==> config.mk <==
export PLATFORM = sky130hd
export DESIGN_NAME = wcs_watch_stop
export DESIGN_NICKNAME = d
export VERILOG_FILES = /design/src/hdl/wcs_counter.v /design/src/hdl/wcs_watch_stop.v
export VERILOG_INCLUDE_DIRS = /design/src /design/src/inc
export SDC_FILE = /design/constraint.sdc
export NUM_CORES = 1
export LEC_CHECK = 0
export ABC_AREA = 1
export BUFFER_PORTS_ARGS = -buffer_cell sky130_fd_sc_hd__buf_2
export CAP_MARGIN = 10
export CELL_PAD_IN_SITES_DETAIL_PLACEMENT = 1
export CELL_PAD_IN_SITES_GLOBAL_PLACEMENT = 1
export CORE_MARGIN = 2
export CORE_UTILIZATION = 41
export DETAILED_ROUTE_END_ITERATION = 8
export PLACE_DENSITY = 0.92
export SYNTH_ARGS = -nofsm -noshare
export SYNTH_HDL_FRONTEND = slang
export SYNTH_HIERARCHICAL = 1
export SYNTH_SLANG_ARGS = --single-unit
export TNS_END_PERCENT = 100
==> constraint.sdc <==
create_clock -name CORE_CLK -period 2.94 [get_ports CORE_CLK]
set_clock_uncertainty 0.15 [all_clocks]
set_input_delay 0.147 -clock CORE_CLK [delete_from_list [all_inputs] [get_ports CORE_CLK]]
set_output_delay 0.147 -clock CORE_CLK [all_outputs]
set_load 0.02 [all_outputs]
==> src/inc/wcs_defs.vh <==
// constants for the watchpoint counter and exception halt block
`ifndef WCS_DEFS_VH
`define WCS_DEFS_VH

// register select codes on the special-register and debug ports
`define WCS_SEL_W         4
`define WCS_SEL_MODE      4'h0
`define WCS_SEL_CNT0      4'h1
`define WCS_SEL_CNT1      4'h2
`define WCS_SEL_HALT      4'h3

// register width and watchpoint counts
`define WCS_DW            32
`define WCS_NWP           10
`define WCS_NMATCH        8
`define WCS_NCNT          2
`define WCS_NEXC          14

// watch_break_mode field positions
`define WCS_CE0_BIT       0
`define WCS_CE1_BIT       1
`define WCS_ASSIGN_LO     2
`define WCS_ASSIGN_HI     11
`define WCS_SRC_LO        12
`define WCS_SRC_HI        21
`define WCS_CAUSE_LO      22
`define WCS_CAUSE_HI      31

// watch_event_counter field positions
`define WCS_COUNT_LO      0
`define WCS_COUNT_HI      15
`define WCS_MATCH_LO      16
`define WCS_MATCH_HI      31
`define WCS_CW            16

// exception_halt_select field positions
`define WCS_HALT_LO       0
`define WCS_HALT_HI       13
`define WCS_RSV_W         18

// watchpoint numbers fed by the counters and their chain partners
`define WCS_WP_CNT0       8
`define WCS_WP_CNT1       9
`define WCS_WP_CHAIN0     3
`define WCS_WP_CHAIN1     7

// chain codes for the counter-derived watchpoints
`define WCS_CHAIN_PLAIN   2'h0
`define WCS_CHAIN_AND     2'h1
`define WCS_CHAIN_OR      2'h2

// reset values
`define WCS_CE_RST        2'h0
`define WCS_MAP_RST       10'h000
`define WCS_HALT_RST      14'h0000
`define WCS_CNT_RST       16'h0000
`define WCS_CNT_ONE       16'h0001
`define WCS_DATA_ZERO     32'h00000000

`endif

==> src/hdl/wcs_counter.v <==
// one 16-bit watchpoint event counter with its compare value
`timescale 1ns/100ps
`default_nettype none
`include "wcs_defs.vh"

module wcs_counter (
  // clock and reset
  input  wire                   CORE_CLK,
  input  wire                   RST_N,
  // control
  input  wire                   enable,
  input  wire                   incr,
  // register write
  input  wire                   wr_en,
  input  wire [`WCS_DW-1:0]     wr_data,
  // state
  output reg  [`WCS_CW-1:0]     count_ff,
  output reg  [`WCS_CW-1:0]     match_ff,
  output wire                   hit
);

  reg [`WCS_CW-1:0] nxt_count;
  reg [`WCS_CW-1:0] nxt_match;

  always @*
  begin
    nxt_count = count_ff;
    nxt_match = match_ff;
    if (wr_en)
    begin
      nxt_count = wr_data[`WCS_COUNT_HI:`WCS_COUNT_LO];
      nxt_match = wr_data[`WCS_MATCH_HI:`WCS_MATCH_LO];
    end
    // count assigned watchpoints, hold when disabled
    else if (enable && incr)
    begin
      nxt_count = count_ff + `WCS_CNT_ONE;
    end
  end

  always @(posedge CORE_CLK or negedge RST_N)
  begin
    if (!RST_N)
    begin
      count_ff <= `WCS_CNT_RST;
      match_ff <= `WCS_CNT_RST;
    end
    else
    begin
      count_ff <= nxt_count;
      match_ff <= nxt_match;
    end
  end

  // asserted only while enabled and equal
  assign hit = enable && (count_ff == match_ff);

endmodule // wcs_counter

`default_nettype wire

==> src/hdl/wcs_watch_stop.v <==
// watchpoint breakpoint mode, event counters and exception halt select
`timescale 1ns/100ps
`default_nettype none
`include "wcs_defs.vh"

module wcs_watch_stop (
  // clock and reset
  input  wire                     CORE_CLK,
  input  wire                     RST_N,
  // special-register move port from the core
  input  wire                     SPR_SUPV,
  input  wire                     SPR_WE,
  input  wire                     SPR_RE,
  input  wire [`WCS_SEL_W-1:0]    SPR_SEL,
  input  wire [`WCS_DW-1:0]       SPR_WDATA,
  output reg  [`WCS_DW-1:0]       SPR_RDATA,
  // development interface register port
  input  wire                     DBG_WE,
  input  wire                     DBG_RE,
  input  wire [`WCS_SEL_W-1:0]    DBG_SEL,
  input  wire [`WCS_DW-1:0]       DBG_WDATA,
  output reg  [`WCS_DW-1:0]       DBG_RDATA,
  // watchpoints from the comparator chain and chain settings
  input  wire [`WCS_NMATCH-1:0]   WATCH_IN,
  input  wire [1:0]               CHAIN_WP8,
  input  wire [1:0]               CHAIN_WP9,
  // breakpoint to the core
  output reg                      BREAK_TRAP,
  output reg  [`WCS_NWP-1:0]      WATCH_OUT,
  // exception classes raised by the core
  input  wire [`WCS_NEXC-1:0]     EXC_RAISE,
  output reg                      HALT_REQ,
  output reg  [`WCS_NEXC-1:0]     HALT_CLASS,
  output reg  [`WCS_NEXC-1:0]     EXC_NORMAL
);

  // one-hot decode of a register select, shared by both ports
  function [3:0] sel_decode;
    input [`WCS_SEL_W-1:0] sel;
    begin
      sel_decode = 4'h0;
      case (sel)
        `WCS_SEL_MODE: sel_decode = 4'h1;
        `WCS_SEL_CNT0: sel_decode = 4'h2;
        `WCS_SEL_CNT1: sel_decode = 4'h4;
        `WCS_SEL_HALT: sel_decode = 4'h8;
        default:       sel_decode = 4'h0;
      endcase
    end
  endfunction

  // chain a counter match with its partner watchpoint
  function chain_wp;
    input [1:0] mode;
    input       cnt_hit;
    input       partner;
    begin
      case (mode)
        `WCS_CHAIN_AND: chain_wp = cnt_hit & partner;
        `WCS_CHAIN_OR:  chain_wp = cnt_hit | partner;
        // reserved code behaves as the plain match
        default:        chain_wp = cnt_hit;
      endcase
    end
  endfunction

  // read word for a select, shared by both ports so they never disagree
  function [`WCS_DW-1:0] rd_word;
    input [`WCS_SEL_W-1:0] sel;
    input [`WCS_DW-1:0]    mode_word;
    input [`WCS_DW-1:0]    cnt0_word;
    input [`WCS_DW-1:0]    cnt1_word;
    input [`WCS_DW-1:0]    halt_word;
    begin
      case (sel)
        `WCS_SEL_MODE: rd_word = mode_word;
        `WCS_SEL_CNT0: rd_word = cnt0_word;
        `WCS_SEL_CNT1: rd_word = cnt1_word;
        `WCS_SEL_HALT: rd_word = halt_word;
        // unmapped selects read zero rather than alias a register
        default:       rd_word = `WCS_DATA_ZERO;
      endcase
    end
  endfunction

  // register state
  reg  [`WCS_NCNT-1:0]   ce_ff;
  reg  [`WCS_NWP-1:0]    assign_ff;
  reg  [`WCS_NWP-1:0]    src_ff;
  reg  [`WCS_NWP-1:0]    cause_ff;
  reg  [`WCS_NEXC-1:0]   halt_ff;
  reg  [`WCS_NCNT-1:0]   nxt_ce;
  reg  [`WCS_NWP-1:0]    nxt_assign;
  reg  [`WCS_NWP-1:0]    nxt_src;
  reg  [`WCS_NWP-1:0]    nxt_cause;
  reg  [`WCS_NEXC-1:0]   nxt_halt;
  reg  [`WCS_DW-1:0]     nxt_spr_rdata;
  reg  [`WCS_DW-1:0]     nxt_dbg_rdata;

  // counter state
  wire [`WCS_CW-1:0]     cnt_count [0:`WCS_NCNT-1];
  wire [`WCS_CW-1:0]     cnt_match [0:`WCS_NCNT-1];
  wire [`WCS_NCNT-1:0]   cnt_hit;
  wire [`WCS_NCNT-1:0]   cnt_wr;
  wire [`WCS_NCNT-1:0]   cnt_inc;

  // watchpoint and access decode
  wire [3:0]             spr_wsel;
  wire [3:0]             dbg_wsel;
  wire                   spr_wr_ok;
  wire                   spr_rd_ok;
  wire                   wp8;
  wire                   wp9;
  wire [`WCS_NWP-1:0]    wp_all;
  wire [`WCS_NWP-1:0]    wp_fire;
  wire                   mode_wr;
  wire [`WCS_DW-1:0]     mode_wdata;
  wire                   halt_wr;
  wire [`WCS_DW-1:0]     halt_wdata;
  wire [`WCS_DW-1:0]     cnt_wdata [0:`WCS_NCNT-1];
  wire [`WCS_DW-1:0]     mode_rd;
  wire [`WCS_DW-1:0]     halt_rd;

  // moves only honoured in supervisor mode
  assign spr_wr_ok = SPR_WE && SPR_SUPV;
  assign spr_rd_ok = SPR_RE && SPR_SUPV;

  assign spr_wsel = spr_wr_ok ? sel_decode(SPR_SEL) : 4'h0;
  assign dbg_wsel = DBG_WE ? sel_decode(DBG_SEL) : 4'h0;

  // either party may write; debug port wins a collision
  assign mode_wr    = spr_wsel[0] | dbg_wsel[0];
  assign mode_wdata = dbg_wsel[0] ? DBG_WDATA : SPR_WDATA;
  // halt select writable from both sides
  assign halt_wr    = spr_wsel[3] | dbg_wsel[3];
  assign halt_wdata = dbg_wsel[3] ? DBG_WDATA : SPR_WDATA;

  // counter watchpoints 8 and 9 with their chaining
  assign wp8 = chain_wp(CHAIN_WP8, cnt_hit[0], WATCH_IN[`WCS_WP_CHAIN0]);
  assign wp9 = chain_wp(CHAIN_WP9, cnt_hit[1], WATCH_IN[`WCS_WP_CHAIN1]);
  assign wp_all = {wp9, wp8, WATCH_IN};

  // only enabled sources raise a breakpoint
  // source bit 8 is the counter zero watchpoint
  assign wp_fire = wp_all & src_ff;

  genvar gi;
  generate
    for (gi = 0; gi < `WCS_NCNT; gi = gi + 1)
    begin : g_cnt
      // clear map bit feeds counter zero, set feeds one
      if (gi == 0)
      begin : g_zero
        assign cnt_inc[gi] = |(wp_all & ~assign_ff);
      end
      else
      begin : g_one
        assign cnt_inc[gi] = |(wp_all & assign_ff);
      end
      assign cnt_wr[gi]    = spr_wsel[gi+1] | dbg_wsel[gi+1];
      assign cnt_wdata[gi] = dbg_wsel[gi+1] ? DBG_WDATA : SPR_WDATA;

      wcs_counter u_cnt (
        .CORE_CLK (CORE_CLK),
        .RST_N    (RST_N),
        .enable   (ce_ff[gi]),
        .incr     (cnt_inc[gi]),
        .wr_en    (cnt_wr[gi]),
        .wr_data  (cnt_wdata[gi]),
        .count_ff (cnt_count[gi]),
        .match_ff (cnt_match[gi]),
        .hit      (cnt_hit[gi])
      );
    end
  endgenerate

  // register next state
  always @*
  begin
    nxt_ce     = ce_ff;
    nxt_assign = assign_ff;
    nxt_src    = src_ff;
    nxt_cause  = cause_ff;
    nxt_halt   = halt_ff;
    if (mode_wr)
    begin
      nxt_ce     = {mode_wdata[`WCS_CE1_BIT], mode_wdata[`WCS_CE0_BIT]};
      nxt_assign = mode_wdata[`WCS_ASSIGN_HI:`WCS_ASSIGN_LO];
      nxt_src    = mode_wdata[`WCS_SRC_HI:`WCS_SRC_LO];
      // a written zero clears, a written one keeps
      nxt_cause  = cause_ff & mode_wdata[`WCS_CAUSE_HI:`WCS_CAUSE_LO];
    end
    // record every watchpoint behind the breakpoint
    // cause bit 8 stands for counter zero
    // a new cause wins over a clear in the same cycle
    nxt_cause = nxt_cause | wp_fire;
    // reserved bits above 13 are not stored
    if (halt_wr)
    begin
      nxt_halt = halt_wdata[`WCS_HALT_HI:`WCS_HALT_LO];
    end
  end

  assign mode_rd = {cause_ff, src_ff, assign_ff, ce_ff[1], ce_ff[0]};
  assign halt_rd = {{`WCS_RSV_W{1'b0}}, halt_ff};

  // read muxes; unmapped selects and refused moves return zero
  always @*
  begin
    nxt_spr_rdata = `WCS_DATA_ZERO;
    nxt_dbg_rdata = `WCS_DATA_ZERO;
    if (spr_rd_ok)
    begin
      nxt_spr_rdata = rd_word(SPR_SEL, mode_rd,
                              {cnt_match[0], cnt_count[0]},
                              {cnt_match[1], cnt_count[1]},
                              halt_rd);
    end
    if (DBG_RE)
    begin
      nxt_dbg_rdata = rd_word(DBG_SEL, mode_rd,
                              {cnt_match[0], cnt_count[0]},
                              {cnt_match[1], cnt_count[1]},
                              halt_rd);
    end
  end

  // state and registered outputs
  always @(posedge CORE_CLK or negedge RST_N)
  begin
    if (!RST_N)
    begin
      ce_ff      <= `WCS_CE_RST;
      assign_ff  <= `WCS_MAP_RST;
      src_ff     <= `WCS_MAP_RST;
      cause_ff   <= `WCS_MAP_RST;
      // every halt bit clears at reset
      halt_ff    <= `WCS_HALT_RST;
      SPR_RDATA  <= `WCS_DATA_ZERO;
      DBG_RDATA  <= `WCS_DATA_ZERO;
      BREAK_TRAP <= 1'b0;
      WATCH_OUT  <= `WCS_MAP_RST;
      HALT_REQ   <= 1'b0;
      HALT_CLASS <= `WCS_HALT_RST;
      EXC_NORMAL <= `WCS_HALT_RST;
    end
    else
    begin
      ce_ff      <= nxt_ce;
      assign_ff  <= nxt_assign;
      src_ff     <= nxt_src;
      cause_ff   <= nxt_cause;
      halt_ff    <= nxt_halt;
      SPR_RDATA  <= nxt_spr_rdata;
      DBG_RDATA  <= nxt_dbg_rdata;
      // trap whenever an enabled watchpoint fires
      BREAK_TRAP <= |wp_fire;
      WATCH_OUT  <= wp_all;
      // selected classes hand over to the debugger
      HALT_REQ   <= |(EXC_RAISE & halt_ff);
      HALT_CLASS <= EXC_RAISE & halt_ff;
      // unselected classes go to their handler
      EXC_NORMAL <= EXC_RAISE & ~halt_ff;
    end
  end

endmodule // wcs_watch_stop

`default_nettype wire

==> results of run 1 <==
per-layer routing:
metal  vias to the layer above  GRT usage [%]  wire (um)
met5                         -              0         39
met4                         6           27.3       5130
met3                       418           14.4       8180
met2                      1240           66.5      30600
met1                      7458           50.3      24000
li1                       6280              -          -
final cells by class:
cell class                      instances  share of cell area [%]
Timing Repair Buffer                  386                    17.1
Antenna cell                            3                  0.0466
Clock inverter                         10                   0.801
Sequential cell                       214                    33.3
Tap cell                              390                    3.03
Clock buffer                           37                    4.68
Inverter                              246                    5.74
Multi-Input combinational cell       1223                    35.2
metrics by stage:
| stage | util (%) | hold slack (ns) | instance area, sq um | setup slack, ns |
|---|---|---|---|---|
| floorplan | - | -0.299 | 12400 | 0.777 |
| global placement | 46.7 | 0.0958 | 13900 | 0.158 |
| detailed placement | 46.7 | 0.107 | 13900 | 0.163 |
| CTS | 53.8 | 0.0135 | 16000 | 0.128 |
| global route | 54.1 | 0.0504 | 16100 | -0.0411 |
| finish | 54.2 | 0.0100 | 16100 | -0.00173 |
power by group:
part / leakage, nW / total (mW) / switching, mW / internal [mW]
clock: 0.439 / 3.52 / 1.48 / 2.04
combinational: 5.55 / 3.29 / 2.17 / 1.12
sequential: 2.72 / 4.45 / 0.951 / 3.50
sequential cells by signal, indices dropped and copies added (netlist names):
register	count
BREAK_TRAP	1
DBG_RDATA	32
EXC_NORMAL	14
HALT_CLASS	14
HALT_REQ	1
SPR_RDATA	32
WATCH_OUT	10
assign_ff	10
cause_ff	10
ce_ff	2
g_cnt.u_cnt/count_ff	32
g_cnt.u_cnt/match_ff	32
halt_ff	14
src_ff	10
Yosys cell counts (4+ instances only):
cell type and number:
inv_1 241, o21bai_1 4, a31oi_1 4, dfrtp_1 214
clkbuf_1 17, a21oi_1 8, o211ai_1 6, nand2_1 482
o21ai_2 20, o22ai_1 8, nand3_1 294, nand4_1 26
buf_4 13, buf_6 13, o21ai_1 56, o21ai_0 104
nor2_4 8, buf_2 37, nand2_2 7, ha_1 6
nor2_2 6, nor2_1 166, xor2_1 6
path summary, 6_finish.rpt:
check	from	to	slack [ns]	cells after the start
worst max-delay path	g_cnt[0].u_cnt/count_ff[12]	g_cnt[1].u_cnt/count_ff[3]	-0.002	18
min in group asynchronous	RST_N	DBG_RDATA[20]	0.08	2
max in group asynchronous	RST_N	SPR_RDATA[6]	1.78	3
worst min-delay path	DBG_WDATA[15]	g_cnt[0].u_cnt/count_ff[15]	0.01	7
worst min register to register	halt_ff[9]	EXC_NORMAL[9]	0.36	1
worst max register to register	g_cnt[0].u_cnt/count_ff[12]	g_cnt[1].u_cnt/count_ff[3]	-0.002	18
cells by family (layout without fill, tap and decap cells):
kind of cell	after synthesis	count (layout)	synth area share [%]
compound gates	210	210	9.40
xor+xnor	6	6	0.423
fa+ha+maj	6	6	0.605
buf+inv	327	679	11.4
flops	214	214	43.1
other cells	0	3	0
simple gates	1001	1001	35.0
worst register-to-register path, delay by kind of cell, from the launching register on:
family | cells | cell delay, ns
AO/OA/AOI/OAI | 3 | 0.38
flip-flops | 1 | 0.44
AND/OR/NAND/NOR | 13 | 1.66
buffers and inverters | 2 | 0.23
repair_timing:
| item | 4_1_cts | 5_1_grt |
|---|---|---|
| resized for setup | 0 | 19 |
| setup buffers | 0 | 9 |
| hold buffers | 123 | 0 |
| hold endpoints to repair | 229 | 0 |
| endpoints found under the setup margin | 0 | 32 |
==> results.cfg, run 1 <==
[synth]
synthCells = 1764
synth_top_area_cell = dfrtp_1
synth_warnings = 6
ys_ff_latch = 214
synth_top_area_share_pct = 43.1
synth-main-ff-cell = dfrtp_1
synth-async-reset-ratio_pct = 100
yosys-top-cells-area = dfrtp_1 43%, nand2_1 15%, nand3_1 12%
synth.yosys.seq_area_share_pct = 43.1
synth_area_per_cell_sq_um = 7.04
synth_edf_count = 0
ys_types = 32
syn_nets = 1875
synthesis.area_sq_um = 12400

[worst_setup_path]
worstPathRequired_ns = 3.27
cp_top_family = simple AND/OR/NAND/NOR gates
cpMostUsedCell = nand2_1
worstPathArrival_ns = 3.27
startpoint_type = flip-flop
crit_path_end_kind = flip-flop
path_buf_inv = 2
critPathSlowestCell = dfrtp_2
worstPathMaxFanout = 6
crit_path_max_incr_delay_ns = 0.44
critical_path_class = reg -> reg
worstPathCellList = inv_1 > nand2_1 > nand4_1 > nor2_2 > nand3_1 > nor2_2 > nand2_1 > o21ai_0 > nand2_1 > nand2_2 > nand2_1 > nand3_1 > nand2_2 > nor2_4 > inv_1 > a21oi_1 > o21ai_0 > nand3_1

[sta]
setup_violations = 1
hold_viol = 0
tightest_slew_ns = 0.845
setup_tns_ns = -0.00173
max_slew_margin_pct = 43.5
fin_crit_ns = 2.94
drv_slew = 0
final.period_utilization_pct = 100
finalWorstSetupSlack_ns = -0.00173
max_freq_mhz = 340

[min_path]
hp-class = in -> reg

[pwr]
p_per_area_nw_per_um2 = 700
ir_drop_mv = 0.653
leakage_nw = 8.71
finalPower_mw = 11.3

[global_routing]
grt_start_max_net_pins = 83
antenna_found_initial = 6
grt_pass1_wl_mm = 99.8
gr-total-overflow = 0
grt_pass1_vias = 16100
grtUsageTotal_pct = 42.6

[die]
die_x_um = 178
initial_core_util_pct = 41.8
ios = 209
coreArea_sq_um = 29700
die_area_sq_um = 31700
die_h_um = 178
num_rows = 63

[clock_tree]
cts_buffer_depth = 3
cts_tree = done
clk_latency_ns = 0.56
path_clk_slew_ns = 0.07
htreeDepth = 1
numCtsBuffers = 26
cts_root_buf = clkbuf_16
clock-sinks = 214

[finish]
multi_input_area_sq_um = 5670
final_common_cell = nand2_1
final_cell_mix = 479 x nand2_1, 293 x nand3_1, 239 x inv_1
register_area_sq_um = 5370
fin_nets = 2208
instances_no_fill = 2509
area_delta_synth_final_pct = 29.7
drive_gt1_share_pct = 17.8
n_fill_cell = 3810

[placement]
dp_hpwl_mm = 42.2
io_buffer_count = 208
gp_congestion = 1.03
place_inst = 2327

[run_status]
status = finished, violations left
violations = setup timing

[drt]
detail_route.drc_violations = 0
drtAntennaViolNets = 0
drt-initial-drc-count = 2239
totalWireLength_mm = 67.9
vias = 15400
wl_per_cell_um = 27.1
viasPerCell = 6.14
first_pass_iters = 6

[job]
maxCapViolCount = 0
Power figures use the tool's default switching activity.
==> inputs of run 2 (changes only) <==
--- a/config.mk
+++ b/config.mk
@@ -6,15 +6,14 @@
 export SDC_FILE = /design/constraint.sdc
 export NUM_CORES = 1
 export LEC_CHECK = 0
-export ABC_AREA = 1
 export BUFFER_PORTS_ARGS = -buffer_cell sky130_fd_sc_hd__buf_2
 export CAP_MARGIN = 10
 export CELL_PAD_IN_SITES_DETAIL_PLACEMENT = 1
 export CELL_PAD_IN_SITES_GLOBAL_PLACEMENT = 1
 export CORE_MARGIN = 2
-export CORE_UTILIZATION = 41
+export CORE_UTILIZATION = 43
 export DETAILED_ROUTE_END_ITERATION = 8
-export PLACE_DENSITY = 0.92
+export PLACE_DENSITY = 0.91
 export SYNTH_ARGS = -nofsm -noshare
 export SYNTH_HDL_FRONTEND = slang
 export SYNTH_HIERARCHICAL = 1
==> run 2 against run 1 <==
Final cell count shrank 31%. Via count down 24%. Maximum frequency down 12%. Power decreased by 2.9%. Core utilization increased by 6.5 points. Clock-buffer cell count down 5. Routed wire length fell by 18%. Synthesized area shrank 13%. The flow still finishes with violations (setup timing). Largest cell class is now sequential cells. Clock power shrank 6.0%. Global-route usage fell by 1.2 points.
==> results.cfg, run 2 <==
[worst_setup_path]
crit_path_end_kind = flip-flop
worstPathMaxFanout = 4
worstPathArrival_ns = 3.59
worstPathRequired_ns = 3.20
critical_path_class = reg -> reg
startpoint_type = flip-flop

[drt]
vias = 11800
viasPerCell = 6.75
drt-initial-drc-count = 2211
totalWireLength_mm = 55.4
drtAntennaViolNets = 0
wl_per_cell_um = 31.8
first_pass_iters = 8
detail_route.drc_violations = 0

[synth]
ys_types = 55
synth_warnings = 6
yosys-top-cells-area = dfrtp_1 50%, mux2_2 9.2%, a22oi_1 4.0%
synth_top_area_cell = dfrtp_1
synthCells = 1023
netlist_top_cells_count = 214 x dfrtp_1, 103 x nand2_1, 88 x mux2_2
ys_ff_latch = 214
synthesis.area_sq_um = 10800
synth_most_common_cell = dfrtp_1
synth.yosys.seq_area_share_pct = 49.8
synth-main-ff-cell = dfrtp_1
synth_area_per_cell_sq_um = 10.5
synth_edf_count = 0
synth_top_area_share_pct = 49.8
synth-async-reset-ratio_pct = 100
syn_nets = 1134

[finish]
multi_input_area_sq_um = 5140
drive_gt1_share_pct = 33.5
final_cell_mix = 214 x dfrtp_1, 207 x buf_2, 119 x dlygate4sd3_1
area_delta_synth_final_pct = 38.0
fin_nets = 1512
fin_area_sq_um = 14800
register_area_sq_um = 5360
n_fill_cell = 2628
final_common_cell = dfrtp_1
instances_no_fill = 1742

[global_routing]
grtUsageTotal_pct = 41.4
grt_start_max_net_pins = 76
gr-total-overflow = 0
grt_pass1_wl_mm = 81.1
antenna_found_initial = 2
grt_pass1_vias = 12500

[sta]
final.period_utilization_pct = 113
tightest_slew_ns = 0.781
hold_viol = 0
fin_crit_ns = 3.33
setup_violations = 30
drv_slew = 0
setup_tns_ns = -7.36
hold_ws_ns = 0.0371
max_slew_margin_pct = 47.8
max_freq_mhz = 301
finalWorstSetupSlack_ns = -0.387
rsz0062_at_grt = yes

[clock_tree]
clock-sinks = 214
clk_latency_ns = 0.55
path_clk_slew_ns = 0.08
cts_root_buf = clkbuf_16
htreeDepth = 1
cts_tree = done
cts_buffer_depth = 3
numCtsBuffers = 23

[placement]
io_buffer_count = 208
place_inst = 1573
gp_congestion = 1.00
placed_cell_area_sq_um = 12600
dp_hpwl_mm = 32.9

[die]
die_area_sq_um = 26300
die_h_um = 162
ios = 209
num_rows = 57
die_x_um = 162
initial_core_util_pct = 44.0
coreArea_sq_um = 24500

[pwr]
p_per_area_nw_per_um2 = 737
finalPower_mw = 10.9
leakage_nw = 6.65
ir_drop_mv = 0.434

[run_status]
violations = setup timing
status = finished, violations left

[min_path]
hp-class = in -> async

[job]
maxCapViolCount = 0
run 2: changes by cell type in the layout (fill, tap and decap cells not counted), moves of 42 or more:
cell     before  now
a21oi_1       8   69
a22oi_1       0   58
buf_4        50   92
inv_1       239   15
mux2_2        0   88
nand2_1     479  102
nand3_1     293   13
nor2_1      162   80
o21ai_0     104   21
run 2: logic make-up after synthesis:
| group | synth area share [%] |
|---|---|
| adder cells (fa/ha/maj) | 0.698 |
| XOR/XNOR | 4.40 |
| AO/OA/AOI/OAI | 15.3 |
| flip-flops | 49.8 |
| buffers and inverters | 4.12 |
| multiplexers | 10.2 |
| AND/OR/NAND/NOR | 15.4 |
run 2: critical path: stages, from the launching register on:
cell and delay (ns):
dfrtp_1 0.41, xor2_1 0.19, nor4_2 0.30, nand4_1 0.32, nor4_4 0.28, inv_1 0.11, o21ai_2 0.19, a221o_1 0.28
and4_4 0.31, buf_6 0.12, nand4_1 0.13, xor2_1 0.28, o21ai_1 0.12
run 2: final timing paths:
check	from	endpoint	slack, ns	depth (start not counted)
worst max-delay path	g_cnt[0].u_cnt/count_ff[3]	g_cnt[1].u_cnt/count_ff[9]	-0.39	12
worst min-delay path	RST_N	EXC_NORMAL[10]	0.04	2
worst max register to register	g_cnt[0].u_cnt/count_ff[3]	g_cnt[1].u_cnt/count_ff[9]	-0.39	12
worst min register to register	cause_ff[6]	SPR_RDATA[28]	0.42	2
max in group asynchronous	RST_N	g_cnt[1].u_cnt/match_ff[3]	1.64	4
min in group CORE_CLK	SPR_RE	SPR_RDATA[30]	0.06	4
run 2: metrics by stage:
stage	worst slack, ns	util (%)
2_1_floorplan	0.00118	-
4_1_cts	-0.0535	60.1
3_5_place_dp	-0.255	51.5
5_1_grt	-0.362	60.7
6_report	-0.387	60.7
3_3_place_gp	-0.0856	51.5
run 2: layout make-up:
cell class / count / share of cell area (%)
clock buffers: 32 / 4.58
clock inverters: 9 / 1.02
well taps: 324 / 2.73
repair buffers: 426 / 20.5
diodes: 1 / 0.0169
flip-flops and latches: 214 / 36.1
inverters: 15 / 0.379
multi-input cells: 721 / 34.7
run 2: report_power, final:
part	switching (mW)	internal, mW
clock network	1.35	1.96
logic	2.01	1.41
registers	0.754	3.45
run 2: layer usage:
layer / GRT usage (%) / up-vias / part of all wire (%)
met5: 2.27 / - / 0.22
met1: 47.6 / 5686 / 33
met3: 17.2 / 387 / 14
met4: 22.6 / 6 / 7.4
li1: - / 4483 / -
met2: 65.7 / 1192 / 45
run 2: repair_timing:
action / in CTS / in global routing
setup buffers: 4 / 4
hold buffers: 119 / 0
pin swaps: 12 / 22
endpoints found under the setup margin: 28 / 34
resized for setup: 17 / 24
endpoints found under the hold margin: 216 / 0
